--- src/design/sar_adc_pkg.sv ---
`default_nettype none
package sar_adc_pkg;
    // register addresses on the special-function-register bus
    localparam logic [7:0] ADDR_PAIR_CFG  = 8'hBA;
    localparam logic [7:0] ADDR_CHAN_SEL  = 8'hBB;
    localparam logic [7:0] ADDR_CONV_CFG  = 8'hBC;
    localparam logic [7:0] ADDR_RES_LOW   = 8'hBE;
    localparam logic [7:0] ADDR_RES_HIGH  = 8'hBF;
    localparam logic [7:0] ADDR_CONV_CTRL = 8'hE8;
    // reset values
    localparam logic [7:0] RST_PAIR_CFG  = 8'h00;
    localparam logic [7:0] RST_CHAN_SEL  = 8'h00;
    localparam logic [7:0] RST_CONV_CFG  = 8'hF8;
    localparam logic [7:0] RST_RES       = 8'h00;
    localparam logic [7:0] RST_CONV_CTRL = 8'h00;
    // control register bit positions
    localparam int BIT_ENABLE = 7;
    localparam int BIT_TRACK  = 6;
    localparam int BIT_DONE   = 5;
    localparam int BIT_BUSY   = 4;
    localparam int BIT_MODE_H = 3;
    localparam int BIT_MODE_L = 2;
    localparam int BIT_WINDOW = 1;
    localparam int BIT_LJUST  = 0;
    // config register field positions
    localparam int DIV_H  = 7;
    localparam int DIV_L  = 3;
    localparam int GAIN_H = 2;
    localparam int GAIN_L = 0;
    // cycle counts in sar clocks, result width in bits
    localparam logic [1:0] TRACK_SAR_CLOCKS = 2'h3;
    localparam logic [4:0] CONV_SAR_CLOCKS  = 5'h10;
    localparam int         RES_BITS         = 10;

    typedef enum logic [1:0]
    {
        MODE_SOFT   = 2'h0,
        MODE_TIMER3 = 2'h1,
        MODE_PIN    = 2'h2,
        MODE_TIMER2 = 2'h3
    } start_mode_t;

    typedef enum logic [1:0]
    {
        ST_IDLE  = 2'h0,
        ST_TRACK = 2'h1,
        ST_CONV  = 2'h3
    } conv_state_t;

    typedef enum logic [2:0]
    {
        GAIN_X1   = 3'h0,
        GAIN_X2   = 3'h1,
        GAIN_X4   = 3'h2,
        GAIN_X8   = 3'h3,
        GAIN_X16  = 3'h4,
        GAIN_HALF = 3'h6
    } gain_t;

    // analog front end selection handed to the converter core
    typedef struct packed
    {
        logic       temp_sensor;
        logic [2:0] pos_input;
        logic       differential;
        gain_t      gain;
    } analog_sel_t;

    // register bus request
    typedef struct packed
    {
        logic       wr;
        logic [7:0] addr;
        logic [7:0] wdata;
    } sfr_req_t;
endpackage
`default_nettype wire

--- src/design/sar_adc_control_regs.sv ---
`default_nettype none
// Notes on behaviour
// - pair bit set makes even/odd differential
// - upper nibbles of mux registers read zero
// - differential results are two's complement
// - codes 0-7 pick inputs, 1xxx temperature
// - sar clock is system clock over divider+1
// - gain codes 1,2,4,8,16,half
// - enable low holds converter in shutdown
// - track mode 0 tracks except converting
// - done flag set on busy fall, sticky
// - busy reads running; write 1 starts soft
// - start mode picks soft, timer3, pin, timer2
// - low-power trigger tracks three sar clocks, except in pin mode
// - pin mode tracks while pin low
// - window flag sticky until software clears
// - right justify, sign extended when differential
// - left justify, low bits zero
// - result spans ten bits, ten signed bits when differential
// - busy fall raises interrupt when enabled
// - conversion takes sixteen sar clocks
module sar_adc_control_regs
    import sar_adc_pkg::*;
(
    input  wire logic        REF_CLK_I,        // system clock
    input  wire logic        RESET_N_I,        // async reset, active low
    input  wire logic        SFR_WR_I,         // register write strobe
    input  wire logic [7:0]  SFR_ADDR_I,       // register address
    input  wire logic [7:0]  SFR_WDATA_I,      // register write data
    output logic      [7:0]  SFR_RDATA_O,      // register read data
    input  wire logic        TIMER3_OVF_I,     // timer 3 overflow pulse
    input  wire logic        TIMER2_OVF_I,     // timer 2 overflow pulse
    input  wire logic        CONVERT_START_I,  // external convert-start pin
    input  wire logic        WINDOW_MATCH_I,   // window compare match pulse
    input  wire logic        INT_ENABLE_I,     // converter interrupt enable
    input  wire logic [9:0]  SAR_RESULT_I,     // raw result from sar core
    output logic             ANALOG_ON_O,      // analog section powered
    output logic             TRACK_O,          // track-and-hold tracking
    output logic             CONVERTING_O,     // sar conversion running
    output logic             SAR_TICK_O,       // sar clock tick
    output analog_sel_t      ANALOG_SEL_O,     // mux and gain selection
    output logic             DONE_IRQ_O        // conversion-done request
);
    // ------------------------------------------------------------
    // register state
    // ------------------------------------------------------------
    logic [3:0]  pair_cfg;
    logic [3:0]  chan_code;
    logic [7:0]  conv_cfg;
    logic [7:0]  conv_ctrl;
    logic [7:0]  res_low;
    logic [7:0]  res_high;
    logic [3:0]  next_pair_cfg;
    logic [3:0]  next_chan_code;
    logic [7:0]  next_conv_cfg;
    logic [7:0]  next_conv_ctrl;
    logic [7:0]  next_res_low;
    logic [7:0]  next_res_high;
    sfr_req_t    req;

    // ------------------------------------------------------------
    // sequencer state
    // ------------------------------------------------------------
    conv_state_t state;
    conv_state_t next_state;
    logic [4:0]  sar_count;
    logic [4:0]  next_sar_count;
    logic [1:0]  pin_sync;
    logic        pin_prev;
    logic        done_pulse;
    logic        busy_prev;
    logic        sar_tick;
    logic        pin_rise;
    logic        trigger;
    logic        soft_start;
    logic        enabled;
    logic        low_power;
    start_mode_t mode;
    logic        sel_diff;
    logic [2:0]  sel_pos;
    logic [9:0]  result_word;

    assign req       = '{wr: SFR_WR_I, addr: SFR_ADDR_I, wdata: SFR_WDATA_I};
    assign enabled   = conv_ctrl[BIT_ENABLE];
    assign low_power = conv_ctrl[BIT_TRACK];
    assign mode      = start_mode_t'(conv_ctrl[BIT_MODE_H:BIT_MODE_L]);
    assign pin_rise  = pin_sync[1] && !pin_prev;

    // software start only in soft mode
    assign soft_start = req.wr && req.addr == ADDR_CONV_CTRL
                        && req.wdata[BIT_BUSY] && mode == MODE_SOFT;

    always_comb
    begin
        case (mode)
            MODE_SOFT:   trigger = soft_start;
            MODE_TIMER3: trigger = TIMER3_OVF_I;
            MODE_PIN:    trigger = pin_rise;
            MODE_TIMER2: trigger = TIMER2_OVF_I;
            default:     trigger = 1'b0;
        endcase
    end

    // ------------------------------------------------------------
    // channel selection
    // ------------------------------------------------------------
    // pair lookup by even member
    always_comb
    begin
        sel_pos  = chan_code[2:0];
        sel_diff = 1'b0;
        if (!chan_code[3] && pair_cfg[chan_code[2:1]])
        begin
            sel_diff = 1'b1;
            sel_pos  = {chan_code[2:1], 1'b0};
        end
    end

    // gain codes 10x and 11x collapse
    assign ANALOG_SEL_O = '{temp_sensor: chan_code[3], pos_input: sel_pos,
                            differential: sel_diff,
                            gain: conv_cfg[GAIN_H] ?
                                  gain_t'({conv_cfg[GAIN_H:GAIN_L-0+1], 1'b0})
                                  : gain_t'(conv_cfg[GAIN_H:GAIN_L])};

    // ------------------------------------------------------------
    // sar clock
    // ------------------------------------------------------------
    // divider field sets sar period
    sar_clock_gen u_sar_clock
    (
        .REF_CLK_I (REF_CLK_I),
        .RESET_N_I (RESET_N_I),
        .run_i     (enabled),
        .divider_i (conv_cfg[DIV_H:DIV_L]),
        .tick_o    (sar_tick)
    );
    assign SAR_TICK_O = sar_tick;

    // ------------------------------------------------------------
    // conversion sequencer
    // ------------------------------------------------------------
    always_comb
    begin
        next_state     = state;
        next_sar_count = sar_count;
        done_pulse     = 1'b0;
        case (state)
            ST_IDLE:
            begin
                next_sar_count = 5'h00;
                if (enabled && trigger)
                begin
                    // pin mode converts on the rising edge
                    if (low_power && mode != MODE_PIN)
                        next_state = ST_TRACK;
                    else
                        next_state = ST_CONV;
                end
            end
            ST_TRACK:
            begin
                if (sar_tick)
                begin
                    next_sar_count = sar_count + 5'h01;
                    if (sar_count == 5'(TRACK_SAR_CLOCKS) - 5'h01)
                    begin
                        next_sar_count = 5'h00;
                        next_state     = ST_CONV;
                    end
                end
            end
            ST_CONV:
            begin
                if (sar_tick)
                begin
                    next_sar_count = sar_count + 5'h01;
                    if (sar_count == CONV_SAR_CLOCKS - 5'h01)
                    begin
                        next_sar_count = 5'h00;
                        next_state     = ST_IDLE;
                        done_pulse     = 1'b1;
                    end
                end
            end
            default:
            begin
                next_state     = ST_IDLE;
                next_sar_count = 5'h00;
            end
        endcase
        if (!enabled)
        begin
            next_state     = ST_IDLE;
            next_sar_count = 5'h00;
        end
    end

    assign ANALOG_ON_O  = enabled;
    assign CONVERTING_O = state == ST_CONV;
    assign TRACK_O = enabled && state != ST_CONV
                     && (!low_power ? 1'b1
                         : (mode == MODE_PIN ? !pin_sync[1]
                                             : state == ST_TRACK));

    // ------------------------------------------------------------
    // result formatting
    // ------------------------------------------------------------
    // ten-bit signed for differential
    assign result_word = SAR_RESULT_I;

    // ------------------------------------------------------------
    // register writes and hardware updates
    // ------------------------------------------------------------
    always_comb
    begin
        next_pair_cfg  = pair_cfg;
        next_chan_code = chan_code;
        next_conv_cfg  = conv_cfg;
        next_conv_ctrl = conv_ctrl;
        next_res_low   = res_low;
        next_res_high  = res_high;
        if (req.wr)
        begin
            case (req.addr)
                ADDR_PAIR_CFG:  next_pair_cfg  = req.wdata[3:0];
                ADDR_CHAN_SEL:  next_chan_code = req.wdata[3:0];
                ADDR_CONV_CFG:  next_conv_cfg  = req.wdata;
                ADDR_RES_LOW:   next_res_low   = req.wdata;
                ADDR_RES_HIGH:  next_res_high  = req.wdata;
                ADDR_CONV_CTRL: next_conv_ctrl = req.wdata;
                default:        next_pair_cfg  = pair_cfg;
            endcase
        end
        // busy always reflects the sequencer
        next_conv_ctrl[BIT_BUSY] = next_state != ST_IDLE;
        // window match set wins over clear
        if (WINDOW_MATCH_I)
            next_conv_ctrl[BIT_WINDOW] = 1'b1;
        if (done_pulse)
        begin
            // done set wins over software clear
            next_conv_ctrl[BIT_DONE] = 1'b1;
            // result loaded with the done flag
            if (conv_ctrl[BIT_LJUST])
            begin
                next_res_high = result_word[9:2];
                next_res_low  = {result_word[1:0], 6'h00};
            end
            else
            begin
                next_res_low  = result_word[7:0];
                next_res_high = {{6{sel_diff & result_word[9]}},
                                 result_word[9:8]};
            end
        end
    end

    always_ff @(posedge REF_CLK_I or negedge RESET_N_I)
    begin
        if (!RESET_N_I)
        begin
            pair_cfg  <= RST_PAIR_CFG[3:0];
            chan_code <= RST_CHAN_SEL[3:0];
            conv_cfg  <= RST_CONV_CFG;
            conv_ctrl <= RST_CONV_CTRL;
            res_low   <= RST_RES;
            res_high  <= RST_RES;
            state     <= ST_IDLE;
            sar_count <= 5'h00;
            pin_sync  <= 2'h0;
            pin_prev  <= 1'b0;
            busy_prev <= 1'b0;
        end
        else
        begin
            pair_cfg  <= next_pair_cfg;
            chan_code <= next_chan_code;
            conv_cfg  <= next_conv_cfg;
            conv_ctrl <= next_conv_ctrl;
            res_low   <= next_res_low;
            res_high  <= next_res_high;
            state     <= next_state;
            sar_count <= next_sar_count;
            pin_sync  <= {pin_sync[0], CONVERT_START_I};
            pin_prev  <= pin_sync[1];
            busy_prev <= conv_ctrl[BIT_BUSY];
        end
    end

    assign DONE_IRQ_O = INT_ENABLE_I && busy_prev && !conv_ctrl[BIT_BUSY];

    // ------------------------------------------------------------
    // read mux
    // ------------------------------------------------------------
    always_comb
    begin
        case (SFR_ADDR_I)
            ADDR_PAIR_CFG:  SFR_RDATA_O = {4'h0, pair_cfg};
            ADDR_CHAN_SEL:  SFR_RDATA_O = {4'h0, chan_code};
            ADDR_CONV_CFG:  SFR_RDATA_O = conv_cfg;
            ADDR_RES_LOW:   SFR_RDATA_O = res_low;
            ADDR_RES_HIGH:  SFR_RDATA_O = res_high;
            ADDR_CONV_CTRL: SFR_RDATA_O = conv_ctrl;
            default:        SFR_RDATA_O = 8'h00;
        endcase
    end
endmodule
`default_nettype wire

--- src/design/sar_clock_gen.sv ---
`default_nettype none
// divides the system clock by divider+1 into one-cycle sar clock ticks
module sar_clock_gen
    import sar_adc_pkg::*;
(
    input  wire logic       REF_CLK_I,   // system clock
    input  wire logic       RESET_N_I,   // async reset, active low
    input  wire logic       run_i,       // count while high
    input  wire logic [4:0] divider_i,   // divide field
    output logic            tick_o       // one-cycle sar clock tick
);
    logic [4:0] count;
    logic [4:0] next_count;

    always_comb
    begin
        next_count = count;
        tick_o     = 1'b0;
        if (!run_i)
        begin
            next_count = 5'h00;
        end
        else if (count >= divider_i)
        begin
            next_count = 5'h00;
            tick_o     = 1'b1;
        end
        else
        begin
            next_count = count + 5'h01;
        end
    end

    always_ff @(posedge REF_CLK_I or negedge RESET_N_I)
    begin
        if (!RESET_N_I)
            count <= 5'h00;
        else
            count <= next_count;
    end
endmodule
`default_nettype wire

--- config.mk ---
export PLATFORM = sky130hd
export DESIGN_NAME = sar_adc_control_regs
export DESIGN_NICKNAME = d
export VERILOG_FILES = /design/src/design/sar_adc_pkg.sv /design/src/design/sar_adc_control_regs.sv /design/src/design/sar_clock_gen.sv
export SDC_FILE = /design/constraint.sdc
export NUM_CORES = 1
export LEC_CHECK = 0
export BUFFER_PORTS_ARGS = -buffer_cell sky130_fd_sc_hd__buf_4
export CORE_MARGIN = 3
export CORE_UTILIZATION = 46
export CTS_CLUSTER_SIZE = 24
export DETAILED_ROUTE_END_ITERATION = 12
export PLACE_DENSITY = 0.68
export RECOVER_POWER = 100
export SLEW_MARGIN = 20
export SYNTH_ARGS = -nofsm -noshare
export SYNTH_HDL_FRONTEND = slang
export SYNTH_SLANG_ARGS = --single-unit
--- constraint.sdc ---
create_clock -name REF_CLK_I -period 2.86 [get_ports REF_CLK_I]
set_clock_uncertainty 0.05 [all_clocks]
set_input_delay 0.143 -clock REF_CLK_I [delete_from_list [all_inputs] [get_ports REF_CLK_I]]
set_output_delay 0.143 -clock REF_CLK_I [all_outputs]
set_load 0.005 [all_outputs]
# Yosys cells after proc, flatten, opt, wreduce, memory -nomap -nowiden
# Cells that the tools add are included.
# Widths: inputs -> output; s select.
[totals] reg_bits=56 output_inout_bits=21 elab_cells=112
[classes] n_lt_le_gt_ge=2 n_reduce_logical=33 n_addsub=2 n_eq_ne=17 bitwise=1 mux=42
[ops] operator="$mux 8" count=8
[ops] operator="$eq 8x8->1 const B" count=6
[ops] operator="$pmux 8 s6" count=1
[ops] operator="$mux 5" count=7
[ops] operator="$reduce_and 2->1" count=9
[ops] operator="$mux 2" count=7
[ops] operator="$reduce_bool 2->1" count=7
[ops] operator="$mux 1" count=12
[ops] operator="$mux 6" count=2
[ops] operator="$logic_and 1x1->1" count=11
[ops] operator="$add 5x1->5 const B" count=2
[ops] operator="$pmux 5 s2" count=1
[ops] operator="$eq 2x2->1 const B" count=3
[ops] operator="$ne 3x3->1 const B" count=2
[ops] operator="$pmux 2 s3" count=1
[ops] operator="$eq 5x2->1 const B" count=1
[ops] operator="$eq 5x4->1 const B" count=1
[ops] operator="$ge 5x5->1" count=1
[ops] operator="$eq 2x1->1 const B" count=2
[ops] operator="$logic_not 1->1" count=4
[ops] operator="$logic_not 2->1" count=2
[ops] operator="$ne 2x2->1 const B" count=2
[ops] operator="$pmux 1 s4" count=1
[ops] operator="$lt 2x3->1 const B" count=1
[ops] operator="other kinds (3)" count=3

# Depth between registers and ports, before layout
[logic_depth] word_depth=10 depth_mapped=8

# Modules after synthesis
# Synthesis repeated with hierarchy kept, for this count alone.
[unflattened] cells_unflattened=310 area_unflattened_um2=3240.6
[modules_own_cells] module="sar_adc_control_regs" seq_area_each_um2=1282.5 area_each_um2=2897.8 cells_per_inst=274 instances=1
[modules_own_cells] module="sar_clock_gen" seq_area_each_um2=125.1 area_each_um2=342.8 cells_per_inst=36 instances=1

# Worst setup path after synthesis
# No wires, ideal clock.
[synth_path] kind="reg2reg" startpoint="reg conv_cfg[5]" endpoint="reg res_high[0]" arrival_ps=2172 stages_incl_launch_ff=9 path_buffers=1 path_slack_ps=558 synth_period_minus_slack_ps=2302 cell_sequence="dfstp_2 -> inv_1 -> ha_1 -> nand2_1 -> o21ai_0 -> a31oi_1 -> clkbuf_1 -> nor2_1 -> mux2i_1"
[synth_via] elab_chain_cells=7 word_cells_on_any_way=9 classes_between="1 x order compare; 5 x mux; 3 x reduce/logical"
[synth_rtl] element="start: declaration" line_no="sar_adc_control_regs.sv:49" source="logic [7:0] conv_cfg;"
[synth_rtl] element="start signal: assignment" line_no="sar_adc_control_regs.sv:279" source="conv_cfg <= next_conv_cfg;"
[synth_rtl] element="$ge 5x5->1 (*)" line_no="sar_clock_gen.sv:23" source="else if (count >= divider_i)"
[synth_rtl] element="$mux 1 (*)" line_no="sar_clock_gen.sv:23"
[synth_rtl] element="$mux 1 (*)" line_no="sar_clock_gen.sv:19" source="if (!run_i)"
[synth_rtl] element="$mux 1 (*)" line_no="sar_adc_control_regs.sv:175" source="if (sar_tick)"
[synth_rtl] element="$mux 1 (*)" line_no="sar_adc_control_regs.sv:148" source="case (state)"
[synth_rtl] element="$reduce_bool 2->1 (no line)"
[synth_rtl] element="$reduce_and 2->1 (no line)"
[synth_rtl] element="end signal: assignment" line_no="sar_adc_control_regs.sv:282" source="res_high <= next_res_high;"
[synth_rtl] element="end: declaration" line_no="sar_adc_control_regs.sv:52" source="logic [7:0] res_high;"
# Mark *: on every way between the ends. The rest lies on a longest branch, timed or not.
# A chain may end at the register's enable or synchronous reset.

# Final worst setup path
[layout_path] startpoint="reg conv_cfg[5]" endpoint="reg res_high[7]"
# Same word-level chain as after synthesis.

==> results.py <==
metrics = {
    "global_routing": {
        "antenna_found_initial": 0,
        "grt_pass1_vias": 2488,
        "grt_max_degree": 57,
        "grt_overflow": 0,
        "grt_pass1_wl_um": 12800,
        "track_usage_pct": 21.0,
    },
    "clocking": {
        "clk_path_buf_depth": 2,
        "cts_setup_buffers": 0,
        "hold_buffers": 3,
        "cts_buffers": 5,
        "htree_levels": 2,
        "cts_resized": 0,
        "tritoncts": "built",
        "cts_sinks": 56,
        "clk_pin_slew_worst_paths_ns": 0.10,
        "cts_root_buffer": "clkbuf_8",
        "clock_latency_ns": 0.30,
    },
    "cells_and_area": {
        "num-fill-cells": 612,
        "syn2layout_area_growth_pct": 18.0,
        "seq_area_mm2": 0.00141,
        "nets": 399,
        "diodes": 0,
        "drive_above_1_share_pct": 27.2,
        "fin_util_pct": 57.6,
        "multi_input_area_mm2": 0.00164,
    },
    "worst_setup_path": {
        "worst-r2r-cell-count": 8,
        "crit_start": "conv_cfg[5]",
        "cp_data_arrival_time_ns": 2.55,
        "crit_required_ns": 3.04,
        "r2r_start": "conv_cfg[5]",
        "reg2reg_slack_ns": 0.48,
        "path_class": "register to register",
        "worstSetupEndpointType": "register",
        "r2r_end": "res_high[7]",
        "cp_max_fo": 22,
        "start_kind": "register",
    },
    "synthesis": {
        "synthMuxAreaShare_pct": 20.4,
        "synth.area.top_cells": "dfrtp_1 (40%), mux2i_1 (11%), mux2_2 (7.7%)",
        "synth_top_family_by_area": "multiplexers",
        "synthSimpleGateAreaFrac_pct": 14.3,
        "synth.most_common_cell": "dfrtp_1",
        "synth_top_area_share_pct": 39.8,
        "synth.cell_area_mm2": 0.00321,
        "yosysSeqAreaShare_pct": 43.9,
        "synth.distinct_cells": 46,
        "synth_top_area_cell": "dfrtp_1",
        "synth_cells": 302,
        "synth.top_cells.by_count": "dfrtp_1 (51), mux2i_1 (36), mux2_2 (22), a21oi_1 (17)",
        "ys_seq_elements": 56,
        "syn_avg_cell_area_um2": 10.6,
        "synth_warnings": 0,
        "syn_nets": 346,
        "synthAdderAreaFrac_pct": 3.90,
        "synth_compound_area_share_pct": 12.2,
        "ys.flop_type": "dfrtp_1",
        "synth_edf_count": 0,
        "yosys.area_share.xor_xnor_pct": 0.819,
        "async_flop_share_pct": 100,
    },
    "floorplan": {
        "die_w_um": 89.5,
        "initial_core_util_pct": 48.9,
        "die_h_um": 89.5,
        "die_area_mm2": 0.00801,
        "core_mm2": 0.00657,
        "rows": 29,
        "io_pins": 55,
    },
    "timing": {
        "slew_headroom_pct": 7.39,
        "slew_viol_final": 0,
        "hold_ws_ns": 0.0371,
        "fmax_mhz": 421,
        "hold_viol": 0,
        "rsz0062_at_grt": "false",
        "worst_slew_pin_slew_ns": 1.39,
        "post-route-min-period_ns": 2.38,
        "setup_tns_ns": 0,
        "period_share_pct": 83.1,
        "finalSetupViolations": 0,
    },
    "routing": {
        "drtIter0Drc": 170,
        "postRouteWirelength_um": 7780,
        "vias_per_cell": 5.49,
        "drc_errors": 0,
        "drt_first_pass_iters": 4,
        "vias": 2465,
        "wire_per_inst_um": 17.3,
        "postRouteAntennaNets": 0,
    },
    "power_and_ir_drop": {
        "p_per_area_mw_per_mm2": 523,
        "power_mw": 1.98,
        "leakagePower_nw": 1.71,
        "peakVddDrop_v": 0.000294,
    },
    "hold_path": {
        "hp-class": "primary input to register",
        "hold_end": "conv_ctrl[7]",
        "hp-start": "SFR_WDATA_I[7]",
        "min_path_cells": 3,
    },
    "flow_run": {
        "cap_viol_max_count": 0,
    },
    "placed_design": {
        "dp_hpwl_um": 5850,
        "gp_congestion": 0.851,
        "numPortBuffers": 54,
    },
    "run_status": {
        "status": "finished, final reports clean",
    },
}
-- worst max path at each step --
stage	endpoint	slack [ns]	cells after the start
finish	res_high[7]	0.48	8
global route	res_high[7]	0.31	8
CTS	SAR_TICK_O	0.60	8
detailed placement	conv_cfg[0]	0.73	6
global placement	conv_cfg[2]	0.75	6
floorplan	res_high[0]	0.56	8
-- state kept, by name, summed over array words and instances, names as in the netlist --
signal and cells:
busy_prev 1, chan_code 4, conv_cfg 8, conv_ctrl 8
pair_cfg 4, pin_prev 1, pin_sync 2, res_high 8
res_low 8, sar_count 5, state 2, u_sar_clock.count 5
-- report_power, final --
part / switching (mW) / internal, mW
combinational: 0.247 / 0.226
sequential: 0.102 / 0.906
clock: 0.239 / 0.260
total: 0.588 / 1.39
-- cell usage in the layout, fill, tap and decap left out, types with 6 or more instances in the layout --
master    Yosys  routed
a21oi_1      17      17
a22oi_1      10      10
buf_4         6      37
clkbuf_1     11       6
clkbuf_4      0      19
dfrtp_1      51      51
ha_1         10      10
inv_1        12      12
mux2_2       22      22
mux2i_1      36      36
nand2_1      12      12
nand3_1       9       9
nor2_1       15      15
nor2b_1      15      15
nor3_1        7       7
o21ai_0       7       7
o22ai_1       8       8
-- critical path, cell delays in order (launching register included) --
cell and delay [ns]:
dfstp_1 0.55, inv_1 0.05, ha_1 0.30, a21oi_1 0.13, o21ai_0 0.10, a31oi_1 0.17
buf_4 0.27, or2_0 0.45, mux2i_1 0.24
-- layer usage --
layer  global-route usage (%)  routed length, um  vias to the layer above
li1                         -                  -                     1198
met5                        0                  0                        -
met3                     3.13                331                        7
met1                     31.9               3750                     1210
met4                     4.74                 74                        0
met2                     31.6               3620                       50
-- stage by stage --
| stage | instances | instance area [um2] | setup WS [ns] |
|---|---|---|---|
| after floorplan | 302 | 3210 | 0.558 |
| after global placement | 438 | 3690 | 0.747 |
| after detailed placement | 438 | 3690 | 0.732 |
| after CTS | 449 | 3830 | 0.595 |
| after global routing | 449 | 3790 | 0.313 |
| final | 449 | 3790 | 0.484 |
-- kinds of logic after synthesis --
group	after synthesis
and+or+nand+nor	81
AOI/OAI and AO/OA	61
muxes	60
DFF	56
buffers and inverters	31
adders and majority gates	10
xor gates and xnor gates	3
-- cell type report --
| class | count | share of cell area (%) |
|---|---|---|
| Multi-Input combinational cell | 215 | 43.2 |
| Sequential cell | 56 | 37.2 |
| Timing Repair Buffer | 65 | 12.5 |
| Tap cell | 93 | 3.07 |
| Clock buffer | 6 | 1.92 |
| Inverter | 12 | 1.19 |
| Clock inverter | 2 | 0.925 |
(Power assumes the default switching activity.)
